`src/hdl/ssv_cfg.svh`:
```
`ifndef SSV_CFG_SVH
`define SSV_CFG_SVH

// register map
`define SSV_ADDR_CTRL 16'hFF50
`define SSV_ADDR_LEVEL 16'hFF51
`define SSV_ADDR_CAUSE 16'hFF54
`define SSV_ADDR_MASK 16'hFF55

// control/status fields
`define SSV_CTRL_EN_BIT 7
`define SSV_CTRL_MODE_BIT 1
`define SSV_CTRL_FLAG_BIT 0
`define SSV_CTRL_RST 8'h00

// level select fields
`define SSV_LEVEL_LSB 0
`define SSV_LEVEL_MSB 3
`define SSV_LEVEL_MAX 4'h9
`define SSV_LEVEL_RST 8'h00

// reset-cause fields
`define SSV_CAUSE_DROP_BIT 0
`define SSV_CAUSE_WDT_BIT 4
`define SSV_CAUSE_RST 8'h00

// interrupt mask
`define SSV_MASK_BIT 0
`define SSV_MASK_RST 1'b1

// timing
`define SSV_CLK_NS 5
`define SSV_SETTLE_NS 200000
`define SSV_SETTLE_CYC ((`SSV_SETTLE_NS + `SSV_CLK_NS - 1) / `SSV_CLK_NS)

`endif

```
`src/hdl/ssv_pkg.sv`:
```
`default_nettype none
package ssv_pkg;

  typedef logic [7:0] ssv_byte_t;
  typedef logic [15:0] ssv_addr_t;
  typedef logic [15:0] ssv_count_t;

  typedef enum logic [1:0] {
    SSV_SRC_NONE,
    SSV_SRC_POWER,
    SSV_SRC_WATCHDOG,
    SSV_SRC_DROP
  } ssv_source_e;

  typedef struct packed {
    logic s1;
    logic s2;
    logic s3;
    logic q;
  } ssv_sync_s;

  typedef struct packed {
    logic enable;
    logic mode;
    logic flag;
    logic [3:0] level;
    logic level_ok;
    logic drop_cause;
    logic wdt_cause;
    logic mask;
    logic irq;
    logic int_reset;
    logic drop_reset;
    ssv_byte_t rdata;
    ssv_count_t settle_cnt;
    logic settled;
    ssv_source_e source;
  } ssv_state_s;

endpackage
`default_nettype wire

```
`src/hdl/ssv_top.sv`:
```
`include "ssv_cfg.svh"
`default_nettype none

// Function
// - internal reset follows power-on comparator
// - power-on reset clears reset-cause flags
// - watchdog/detector resets set own flag only
// - detector reset sets cause bit 0
// - ten level codes, others prohibited
// - detector keeps working in stop mode
// - control/status byte: enable, mode, flag
// - control/status survives detector reset only
// - level register survives detector reset only
// - enable starts comparator; 0.2 ms settle
// - mode 0 interrupt, mode 1 reset
// - flag shows below-level while enabled
// - flag bit is read-only
// - irq follows flag in interrupt mode
// - level register byte-wide, upper bits zero
// - reset mode holds reset while below
// - external reset or read clears causes
// - any reset sets detector irq mask
module ssv_top
  import ssv_pkg::*;
#(
  parameter int SETTLE_CYCLES = `SSV_SETTLE_CYC
) (
  input wire logic clk_sys,
  input wire logic reset,
  input wire logic power_below,
  input wire logic drop_below,
  input wire logic watchdog_reset_req,
  input wire logic stop_mode,
  input wire ssv_addr_t cpu_addr,
  input wire logic cpu_wr,
  input wire logic cpu_rd,
  input wire ssv_byte_t cpu_wdata,
  output ssv_byte_t cpu_rdata_r,
  output logic internal_reset_r,
  output logic detector_irq_r,
  output logic detector_irq_mask_r,
  output logic detector_enable_r,
  output logic [3:0] detector_level_code_r,
  output logic detector_level_ok_r,
  output logic detector_settled_r
);

  localparam ssv_count_t SETTLE_LAST = ssv_count_t'(SETTLE_CYCLES - 1);

  ssv_state_s st_r;
  ssv_state_s st_nxt;

  logic power_below_q;
  logic drop_below_q;

  // both analog outputs cross into clk_sys before any use
  ssv_sync3 #(
    .RESET_VAL(1'b1)
  ) u_power_sync (
    .clk_sys(clk_sys),
    .reset(reset),
    .async_in(power_below),
    .sync_out(power_below_q)
  );

  ssv_sync3 #(
    .RESET_VAL(1'b0)
  ) u_drop_sync (
    .clk_sys(clk_sys),
    .reset(reset),
    .async_in(drop_below),
    .sync_out(drop_below_q)
  );

  logic cpu_ok;
  logic wr_ctrl;
  logic wr_level;
  logic wr_mask;
  logic rd_cause;
  logic drop_rst_now;
  logic below_now;

  // cpu is held in reset while internal reset stands
  assign cpu_ok = !st_r.int_reset;
  assign wr_ctrl = cpu_ok && cpu_wr && (cpu_addr == `SSV_ADDR_CTRL);
  assign wr_level = cpu_ok && cpu_wr && (cpu_addr == `SSV_ADDR_LEVEL);
  assign wr_mask = cpu_ok && cpu_wr && (cpu_addr == `SSV_ADDR_MASK);
  assign rd_cause = cpu_ok && cpu_rd && (cpu_addr == `SSV_ADDR_CAUSE);
  // stop mode does not gate the detector path at all
  assign below_now = st_r.enable && drop_below_q;
  assign drop_rst_now = below_now && st_r.mode;

  always_comb begin
    st_nxt = st_r;

    st_nxt.flag = below_now;
    st_nxt.irq = below_now && !st_r.mode;
    st_nxt.drop_reset = drop_rst_now;
    st_nxt.int_reset = power_below_q || drop_rst_now || watchdog_reset_req;

    // register writes; the flag bit position is ignored
    if (wr_ctrl) begin
      st_nxt.enable = cpu_wdata[`SSV_CTRL_EN_BIT];
      st_nxt.mode = cpu_wdata[`SSV_CTRL_MODE_BIT];
    end
    // prohibited codes are stored as written; the analog side decides
    if (wr_level) begin
      st_nxt.level = cpu_wdata[`SSV_LEVEL_MSB:`SSV_LEVEL_LSB];
      st_nxt.level_ok = (cpu_wdata[`SSV_LEVEL_MSB:`SSV_LEVEL_LSB] <= `SSV_LEVEL_MAX);
    end
    if (wr_mask) begin
      st_nxt.mask = cpu_wdata[`SSV_MASK_BIT];
    end

    // settle timer: software should not trust the flag before it expires
    if (!st_r.enable) begin
      st_nxt.settle_cnt = '0;
      st_nxt.settled = 1'b0;
    end else if (st_r.settle_cnt != SETTLE_LAST) begin
      st_nxt.settle_cnt = st_r.settle_cnt + 16'h0001;
    end else begin
      st_nxt.settled = 1'b1;
    end

    // read data, with read-to-clear on the cause register
    st_nxt.rdata = 8'h00;
    if (cpu_ok && cpu_rd) begin
      case (cpu_addr)
        `SSV_ADDR_CTRL: begin
          st_nxt.rdata[`SSV_CTRL_EN_BIT] = st_r.enable;
          st_nxt.rdata[`SSV_CTRL_MODE_BIT] = st_r.mode;
          st_nxt.rdata[`SSV_CTRL_FLAG_BIT] = st_r.flag;
        end
        `SSV_ADDR_LEVEL: begin
          st_nxt.rdata[`SSV_LEVEL_MSB:`SSV_LEVEL_LSB] = st_r.level;
        end
        `SSV_ADDR_CAUSE: begin
          st_nxt.rdata[`SSV_CAUSE_DROP_BIT] = st_r.drop_cause;
          st_nxt.rdata[`SSV_CAUSE_WDT_BIT] = st_r.wdt_cause;
        end
        `SSV_ADDR_MASK: begin
          st_nxt.rdata[`SSV_MASK_BIT] = st_r.mask;
        end
        default: begin
          st_nxt.rdata = 8'h00;
        end
      endcase
    end
    if (rd_cause) begin
      st_nxt.drop_cause = 1'b0;
      st_nxt.wdt_cause = 1'b0;
    end

    // reset sources; a set here wins over the read-clear above
    if (power_below_q) begin
      st_nxt.enable = 1'b0;
      st_nxt.mode = 1'b0;
      st_nxt.flag = 1'b0;
      st_nxt.irq = 1'b0;
      st_nxt.level = 4'h0;
      st_nxt.level_ok = 1'b1;
      st_nxt.drop_cause = 1'b0;
      st_nxt.wdt_cause = 1'b0;
      st_nxt.mask = `SSV_MASK_RST;
      st_nxt.source = SSV_SRC_POWER;
    end else if (watchdog_reset_req) begin
      st_nxt.enable = 1'b0;
      st_nxt.mode = 1'b0;
      st_nxt.flag = 1'b0;
      st_nxt.irq = 1'b0;
      st_nxt.level = 4'h0;
      st_nxt.level_ok = 1'b1;
      st_nxt.wdt_cause = 1'b1;
      st_nxt.mask = `SSV_MASK_RST;
      st_nxt.source = SSV_SRC_WATCHDOG;
    end else if (drop_rst_now) begin
      // control and level held so the detector keeps watching
      st_nxt.drop_cause = 1'b1;
      st_nxt.mask = `SSV_MASK_RST;
      st_nxt.source = SSV_SRC_DROP;
    end
  end

  always_ff @(posedge clk_sys) begin
    if (reset) begin
      st_r.enable <= 1'b0;
      st_r.mode <= 1'b0;
      st_r.flag <= 1'b0;
      st_r.level <= 4'h0;
      st_r.level_ok <= 1'b1;
      st_r.drop_cause <= 1'b0;
      st_r.wdt_cause <= 1'b0;
      st_r.mask <= `SSV_MASK_RST;
      st_r.irq <= 1'b0;
      st_r.int_reset <= 1'b1;
      st_r.drop_reset <= 1'b0;
      st_r.rdata <= 8'h00;
      st_r.settle_cnt <= 16'h0000;
      st_r.settled <= 1'b0;
      st_r.source <= SSV_SRC_NONE;
    end else begin
      st_r <= st_nxt;
    end
  end

  assign cpu_rdata_r = st_r.rdata;
  assign internal_reset_r = st_r.int_reset;
  assign detector_irq_r = st_r.irq;
  assign detector_irq_mask_r = st_r.mask;
  assign detector_enable_r = st_r.enable;
  assign detector_level_code_r = st_r.level;
  assign detector_level_ok_r = st_r.level_ok;
  assign detector_settled_r = st_r.settled;

  chk_power_reset: assert property (
    @(posedge clk_sys) disable iff (reset)
    power_below_q |=> internal_reset_r
  ) else $error("power-on comparator low but no internal reset");

  chk_power_release: assert property (
    @(posedge clk_sys) disable iff (reset)
    !power_below_q && !drop_rst_now && !watchdog_reset_req |=> !internal_reset_r
  ) else $error("internal reset not released");

  chk_power_clears: assert property (
    @(posedge clk_sys) disable iff (reset)
    power_below_q |=> !st_r.drop_cause && !st_r.wdt_cause && !detector_enable_r
  ) else $error("power-on reset left cause flags set");

  chk_wdt_cause: assert property (
    @(posedge clk_sys) disable iff (reset)
    watchdog_reset_req && !power_below_q
      |=> st_r.wdt_cause && !detector_enable_r && detector_level_code_r == 4'h0
  ) else $error("watchdog reset did not set its flag or clear control");

  chk_drop_cause: assert property (
    @(posedge clk_sys) disable iff (reset)
    drop_rst_now && !power_below_q && !watchdog_reset_req
      |=> st_r.drop_cause && internal_reset_r && detector_irq_mask_r
  ) else $error("detector reset did not set cause bit 0");

  chk_drop_holds: assert property (
    @(posedge clk_sys) disable iff (reset)
    drop_rst_now && !power_below_q && !watchdog_reset_req
      |=> detector_enable_r && st_r.mode && $stable(detector_level_code_r)
  ) else $error("detector reset disturbed control or level");

  chk_level_code: assert property (
    @(posedge clk_sys) disable iff (reset)
    wr_level && !power_below_q && !watchdog_reset_req
      |=> detector_level_ok_r == ($past(cpu_wdata[3:0]) <= 4'h9)
  ) else $error("level code validity wrong");

  chk_flag_off: assert property (
    @(posedge clk_sys) disable iff (reset)
    !detector_enable_r |=> !st_r.flag && !detector_irq_r
  ) else $error("flag set while detection disabled");

  chk_irq_follow: assert property (
    @(posedge clk_sys) disable iff (reset)
    detector_enable_r && !st_r.mode && drop_below_q && !power_below_q && !watchdog_reset_req
      |=> detector_irq_r && st_r.flag && !st_r.drop_reset
  ) else $error("irq does not follow flag in interrupt mode");

  chk_stop_runs: assert property (
    @(posedge clk_sys) disable iff (reset)
    stop_mode && drop_rst_now |=> internal_reset_r ##1 !cpu_ok || !drop_rst_now
  ) else $error("detector stalled in stop mode");

  chk_mask_reset: assert property (
    @(posedge clk_sys) disable iff (reset)
    internal_reset_r |-> detector_irq_mask_r
  ) else $error("irq mask not set during reset");

  chk_settle_wait: assert property (
    @(posedge clk_sys) disable iff (reset)
    $rose(detector_enable_r) |-> !detector_settled_r ##1 !detector_settled_r
  ) else $error("settled reported too early");

  chk_read_clear: assert property (
    @(posedge clk_sys) disable iff (reset)
    rd_cause && !watchdog_reset_req && !drop_rst_now
      |=> !st_r.drop_cause && !st_r.wdt_cause
  ) else $error("reading causes did not clear them");

  chk_ctrl_write: assert property (
    @(posedge clk_sys) disable iff (reset)
    wr_ctrl && !power_below_q && !watchdog_reset_req
      |=> detector_enable_r == $past(cpu_wdata[7]) && st_r.mode == $past(cpu_wdata[1])
  ) else $error("control write not stored");

  chk_level_write: assert property (
    @(posedge clk_sys) disable iff (reset)
    wr_level && !power_below_q && !watchdog_reset_req
      |=> detector_level_code_r == $past(cpu_wdata[3:0])
  ) else $error("level write not stored");

  chk_flag_track: assert property (
    @(posedge clk_sys) disable iff (reset)
    !power_below_q && !watchdog_reset_req |=> st_r.flag == $past(below_now)
  ) else $error("flag does not follow synced comparator");

  chk_mode_reset: assert property (
    @(posedge clk_sys) disable iff (reset)
    below_now && st_r.mode |=> internal_reset_r
  ) else $error("reset mode did not raise internal reset");

  chk_irq_mode: assert property (
    @(posedge clk_sys) disable iff (reset)
    st_r.mode |=> !detector_irq_r
  ) else $error("irq raised in reset mode");

  chk_wdt_keeps_drop: assert property (
    @(posedge clk_sys) disable iff (reset)
    watchdog_reset_req && !power_below_q && !rd_cause
      |=> st_r.drop_cause == $past(st_r.drop_cause)
  ) else $error("watchdog reset disturbed detector cause");

  chk_drop_keeps_wdt: assert property (
    @(posedge clk_sys) disable iff (reset)
    drop_rst_now && !power_below_q && !watchdog_reset_req && !rd_cause
      |=> st_r.wdt_cause == $past(st_r.wdt_cause)
  ) else $error("detector reset disturbed watchdog cause");

  chk_power_level: assert property (
    @(posedge clk_sys) disable iff (reset)
    power_below_q |=> detector_level_code_r == 4'h0 && !st_r.mode && detector_irq_mask_r
  ) else $error("power-on reset left level or mode");

  chk_read_level: assert property (
    @(posedge clk_sys) disable iff (reset)
    cpu_ok && cpu_rd && cpu_addr == `SSV_ADDR_LEVEL
      |=> cpu_rdata_r == {4'h0, $past(detector_level_code_r)}
  ) else $error("level read back wrong");

  chk_rdata_idle: assert property (
    @(posedge clk_sys) disable iff (reset)
    !cpu_rd |=> cpu_rdata_r == 8'h00
  ) else $error("read data not idle without read");

  chk_drop_source: assert property (
    @(posedge clk_sys) disable iff (reset)
    drop_rst_now && !power_below_q && !watchdog_reset_req
      |=> st_r.source == SSV_SRC_DROP
  ) else $error("detector reset source not recorded");

endmodule // ssv_top
`default_nettype wire

```
`src/hdl/ssv_sync3.sv`:
```
`default_nettype none
module ssv_sync3
  import ssv_pkg::*;
#(
  parameter logic RESET_VAL = 1'b0
) (
  input wire logic clk_sys,
  input wire logic reset,
  input wire logic async_in,
  output logic sync_out
);

  ssv_sync_s st_r;
  ssv_sync_s st_nxt;

  // s1 feeds only s2; q moves once s2 and s3 agree
  always_comb begin
    st_nxt = st_r;
    st_nxt.s1 = async_in;
    st_nxt.s2 = st_r.s1;
    st_nxt.s3 = st_r.s2;
    if (st_r.s2 == st_r.s3) begin
      st_nxt.q = st_r.s3;
    end
  end

  always_ff @(posedge clk_sys) begin
    if (reset) begin
      st_r <= {RESET_VAL, RESET_VAL, RESET_VAL, RESET_VAL};
    end else begin
      st_r <= st_nxt;
    end
  end

  assign sync_out = st_r.q;

endmodule // ssv_sync3
`default_nettype wire

```
`config.mk`:
```
export PLATFORM = sky130hd
export DESIGN_NAME = ssv_top
export DESIGN_NICKNAME = d
export VERILOG_FILES = /design/src/hdl/ssv_pkg.sv /design/src/hdl/ssv_top.sv /design/src/hdl/ssv_sync3.sv
export VERILOG_INCLUDE_DIRS = /design/src /design/src/hdl
export SDC_FILE = /design/constraint.sdc
export NUM_CORES = 1
export LEC_CHECK = 0
export BUFFER_PORTS_ARGS = -buffer_cell sky130_fd_sc_hd__buf_2
export CAP_MARGIN = 5
export CELL_PAD_IN_SITES_DETAIL_PLACEMENT = 0
export CELL_PAD_IN_SITES_GLOBAL_PLACEMENT = 2
export CORE_MARGIN = 2
export CORE_UTILIZATION = 34
export CTS_BUF_LIST = sky130_fd_sc_hd__clkbuf_8
export CTS_CLUSTER_SIZE = 10
export DETAILED_ROUTE_END_ITERATION = 12
export PLACE_DENSITY_LB_ADDON = 0.08
export SLEW_MARGIN = 10
export SYNTH_ARGS = -nofsm -noshare
export SYNTH_HDL_FRONTEND = slang
export SYNTH_SLANG_ARGS = --single-unit
```
`constraint.sdc`:
```
create_clock -name clk_sys -period 3.85 [get_ports clk_sys]
set_input_delay 0 -clock clk_sys [delete_from_list [all_inputs] [get_ports clk_sys]]
set_output_delay 0 -clock clk_sys [all_outputs]
set_load 0.05 [all_outputs]
```
==> results.md <==
- Post-route minimum period: 2.12 ns
- CP arrival: 2.36 ns
- Largest net degree at the start of global routing: 18
- Detailed placement HPWL: 2990 um
- PostCTS Resize Cnt: 0
- Setup CP Type: flop to flop
- R2R Setup Slk: 1.73 ns
- Reg2reg end: cpu_rdata_r[3]
- Hold Crit Class: input port to flop
- Nets: 278
- Fillcell total: 569
- Max VDD drop: 0.203 mV
- CTS Buf Count: 5
- Total of max-cap violations: 0
- Worst Clk Skew: 0.00156 ns
- Worst r2r src: internal_reset_r
- Leak Pwr: 0.877 nW
- Compound-gate portion of the synthesized area: 0.0891
- Hold buffer count at cts: 8
- Total GRT Usage: 0.142
- Post-synthesis adder-cell area fraction: 0.00665
- Setup TNS Final: 0 ns
- Die span in x: 78.4 um
- Worst Path Required: 4.09 ns
- Synth Register Bits: 44
- Final Cell Area: 2250 sq um
- Slew headroom: 0.383
- XOR/XNOR share of the synthesized area: 0.0419
- Cell count of the worst reg-to-reg path: 4
- Clock root buffer: clkbuf_8
- WL/cell: 13.1 um
- Fmax: 472 MHz
- Worst-Margin Slew: 0.919 ns
- Antenna violation net count after detailed routing: 0
- Top cell type's share of synthesized area: 0.468
- Dpl cells: 302
- Via count: 1574
- Layout area overhead: 19.7%
- Tot Pwr: 0.838 mW
- Row cnt: 27
- Initial antenna violation count: 0
- H-Tree Depth: 2
- Crit path max fanout: 10
- Max clock buf depth: 2
- Initial core utilization: 0.346
- Final worst slack: 1.73 ns
- Mapped Cells: 207
- Mux contribution to synthesized area: 0.0332
- Most common cell after layout, fill and taps aside: dfxtp_1
- Layout cell share with drive strength beyond 1: 0.240
- Commonest cells after routing, fill and taps aside: dfxtp_1 (44), buf_2 (43), o21ai_0 (15), nor2_1 (15)
- Mapped Area: 1880 sq um
- Max-slew violations: 0
- CP Launch Point: internal_reset_r
- Die ar.: 6150 sq um
- RSZ-0062 raised after global routing: false
- Area contributors post-synth: dfxtp_1 (47%), buf_4 (4.8%), xor2_1 (4.2%)
- Global-route wire length before repair: 6910 um
- Gr ovfl total: 0
- Skew-Pair Late Insertion Delay: 0.29 ns
- 1st-pass router iterations: 4
- Crit path capture type: flop
- IO buf count: 43
- Area after DPL: 2070 sq um
- Antenna cells: 0
- Yosys top cell by area: dfxtp_1
- Final setup fails: 0
- Vias in the first global route: 1487
- Core area: 5440 sq um
- Outcome: finished clean
- Sequential fraction of the synthesis area: 0.468
- Die height: 78.4 um
- Mean Syn Cell Area: 9.09 sq um
- Final cell count without fillers: 318
- Distinct cells, synth: 35
- CTS tree: built
- Simple-gate share of the synthesized area: 0.289
- Final WL: 4170 um
- DRC errors left: 0
- Largest family of logic cells by synthesized area: simple AND/OR/NAND/NOR gates
- Power per cell area: 372 nW/um^2
- Worst setup endpoint: cpu_rdata_r[3]
- Setup Buffers After CTS: 0
- Critical Path Start Type: flop
- DR iter-0 viols: 67
- RD Place Congestion: 0.705
- Reg clk slew, reported paths: 0.08 ns
- Crit share post-route: 0.550
- Pre-CTS setup slack: 1.67 ns
- Top Ports: 50
- Clock sinks: 44
- Fin. Hold Viols: 0
- Yosys Warn Count: 0
- Vias per cell: 4.95
## critical path, stage by stage, from the launching register on
cell	delay, ns
dfxtp_1	0.32
nand4bb_1	0.22
or4_1	0.72
nor4b_1	0.58
and3_1	0.23
## cells in the mapped netlist
| cell | n |
|---|---|
| a21o_1 | 1 |
| a21oi_1 | 13 |
| a31oi_1 | 2 |
| and2_1 | 1 |
| and3_1 | 5 |
| and4_1 | 4 |
| and4b_1 | 1 |
| buf_2 | 1 |
| buf_4 | 12 |
| clkbuf_1 | 8 |
| conb_1 | 1 |
| dfxtp_1 | 44 |
| ha_1 | 1 |
| inv_1 | 2 |
| mux2i_1 | 4 |
| mux4_2 | 1 |
| nand2_1 | 13 |
| nand2b_1 | 1 |
| nand3_1 | 13 |
| nand4_1 | 6 |
| nand4bb_1 | 1 |
| nor2_1 | 15 |
| nor2b_1 | 6 |
| nor3_1 | 5 |
| nor3b_2 | 1 |
| nor4_2 | 1 |
| nor4b_1 | 4 |
| o21ai_0 | 15 |
| o21bai_1 | 1 |
| or2_2 | 4 |
| or3_1 | 7 |
| or3b_1 | 1 |
| or4_1 | 1 |
| or4b_4 | 2 |
| xor2_1 | 9 |
## layer usage
layer | vias to the layer above | global-route usage | wire (um) | part of all wire
met5 | - | 0 | 0 | 0
met1 | 721 | 0.186 | 1970 | 0.47
met3 | 6 | 0.0391 | 322 | 0.077
li1 | 790 | - | - | -
met4 | 0 | 0.0421 | 48 | 0.012
met2 | 57 | 0.227 | 1820 | 0.44
## state kept, by name, indices dropped and copies added, names as in the netlist
register and cells:
st_r 20, cpu_rdata_r 6, detector_level_code_r 4, u_drop_sync.st_nxt 2, u_power_sync.st_nxt 2, detector_enable_r 1, detector_irq_mask_r 1, detector_irq_r 1
detector_level_ok_r 1, detector_settled_r 1, internal_reset_r 1, u_drop_sync.st_r 1, u_drop_sync.sync_out 1, u_power_sync.st_r 1, u_power_sync.sync_out 1
## where the power goes
group	switching [mW]	internal, mW
Clock	0.150	0.190
Combinational	0.0195	0.0208
Sequential	0.000944	0.457
## layout make-up
class                           instances  area, sq um  share of cell area
Clock buffer                            5         68.8              0.0305
Tap cell                               72         90.1              0.0400
Sequential cell                        44          881               0.391
Clock inverter                          3         38.8              0.0172
Inverter                                2         7.51             0.00333
Timing Repair Buffer                   51          295               0.131
Multi-Input combinational cell        141          872               0.387
## cells by family (layout without fill, tap and decap cells)
kind of cell / after synthesis / count (layout)
and+or+nand+nor: 92 / 92
DFF: 44 / 44
AOI/OAI and AO/OA: 32 / 32
buffers and inverters: 23 / 61
xor gates and xnor gates: 9 / 9
muxes: 5 / 5
adders and majority gates: 1 / 1
other: 1 / 2
## worst min-delay path by stage
stage,startpoint,endpoint,slack [ns],depth (start not counted)
CTS,cpu_addr[0],cpu_rdata_r[7],0.01,2
detailed placement,power_below,u_power_sync.st_nxt[2],0.19,2
global route,cpu_addr[0],cpu_rdata_r[7],0.02,2
floorplan,cpu_rd,st_r[31],0.10,1
global placement,power_below,u_power_sync.st_nxt[2],0.19,2
finish,cpu_addr[0],cpu_rdata_r[7],0.03,2
## metrics by stage
stage / hold slack [ns] / util
floorplan: 0.100 / -
global placement: 0.185 / 0.380
global route: 0.0199 / 0.414
finish: 0.0285 / 0.414
CTS: 0.0147 / 0.414
detailed placement: 0.189 / 0.380
No activity file was read; power rests on OpenSTA's default activity.
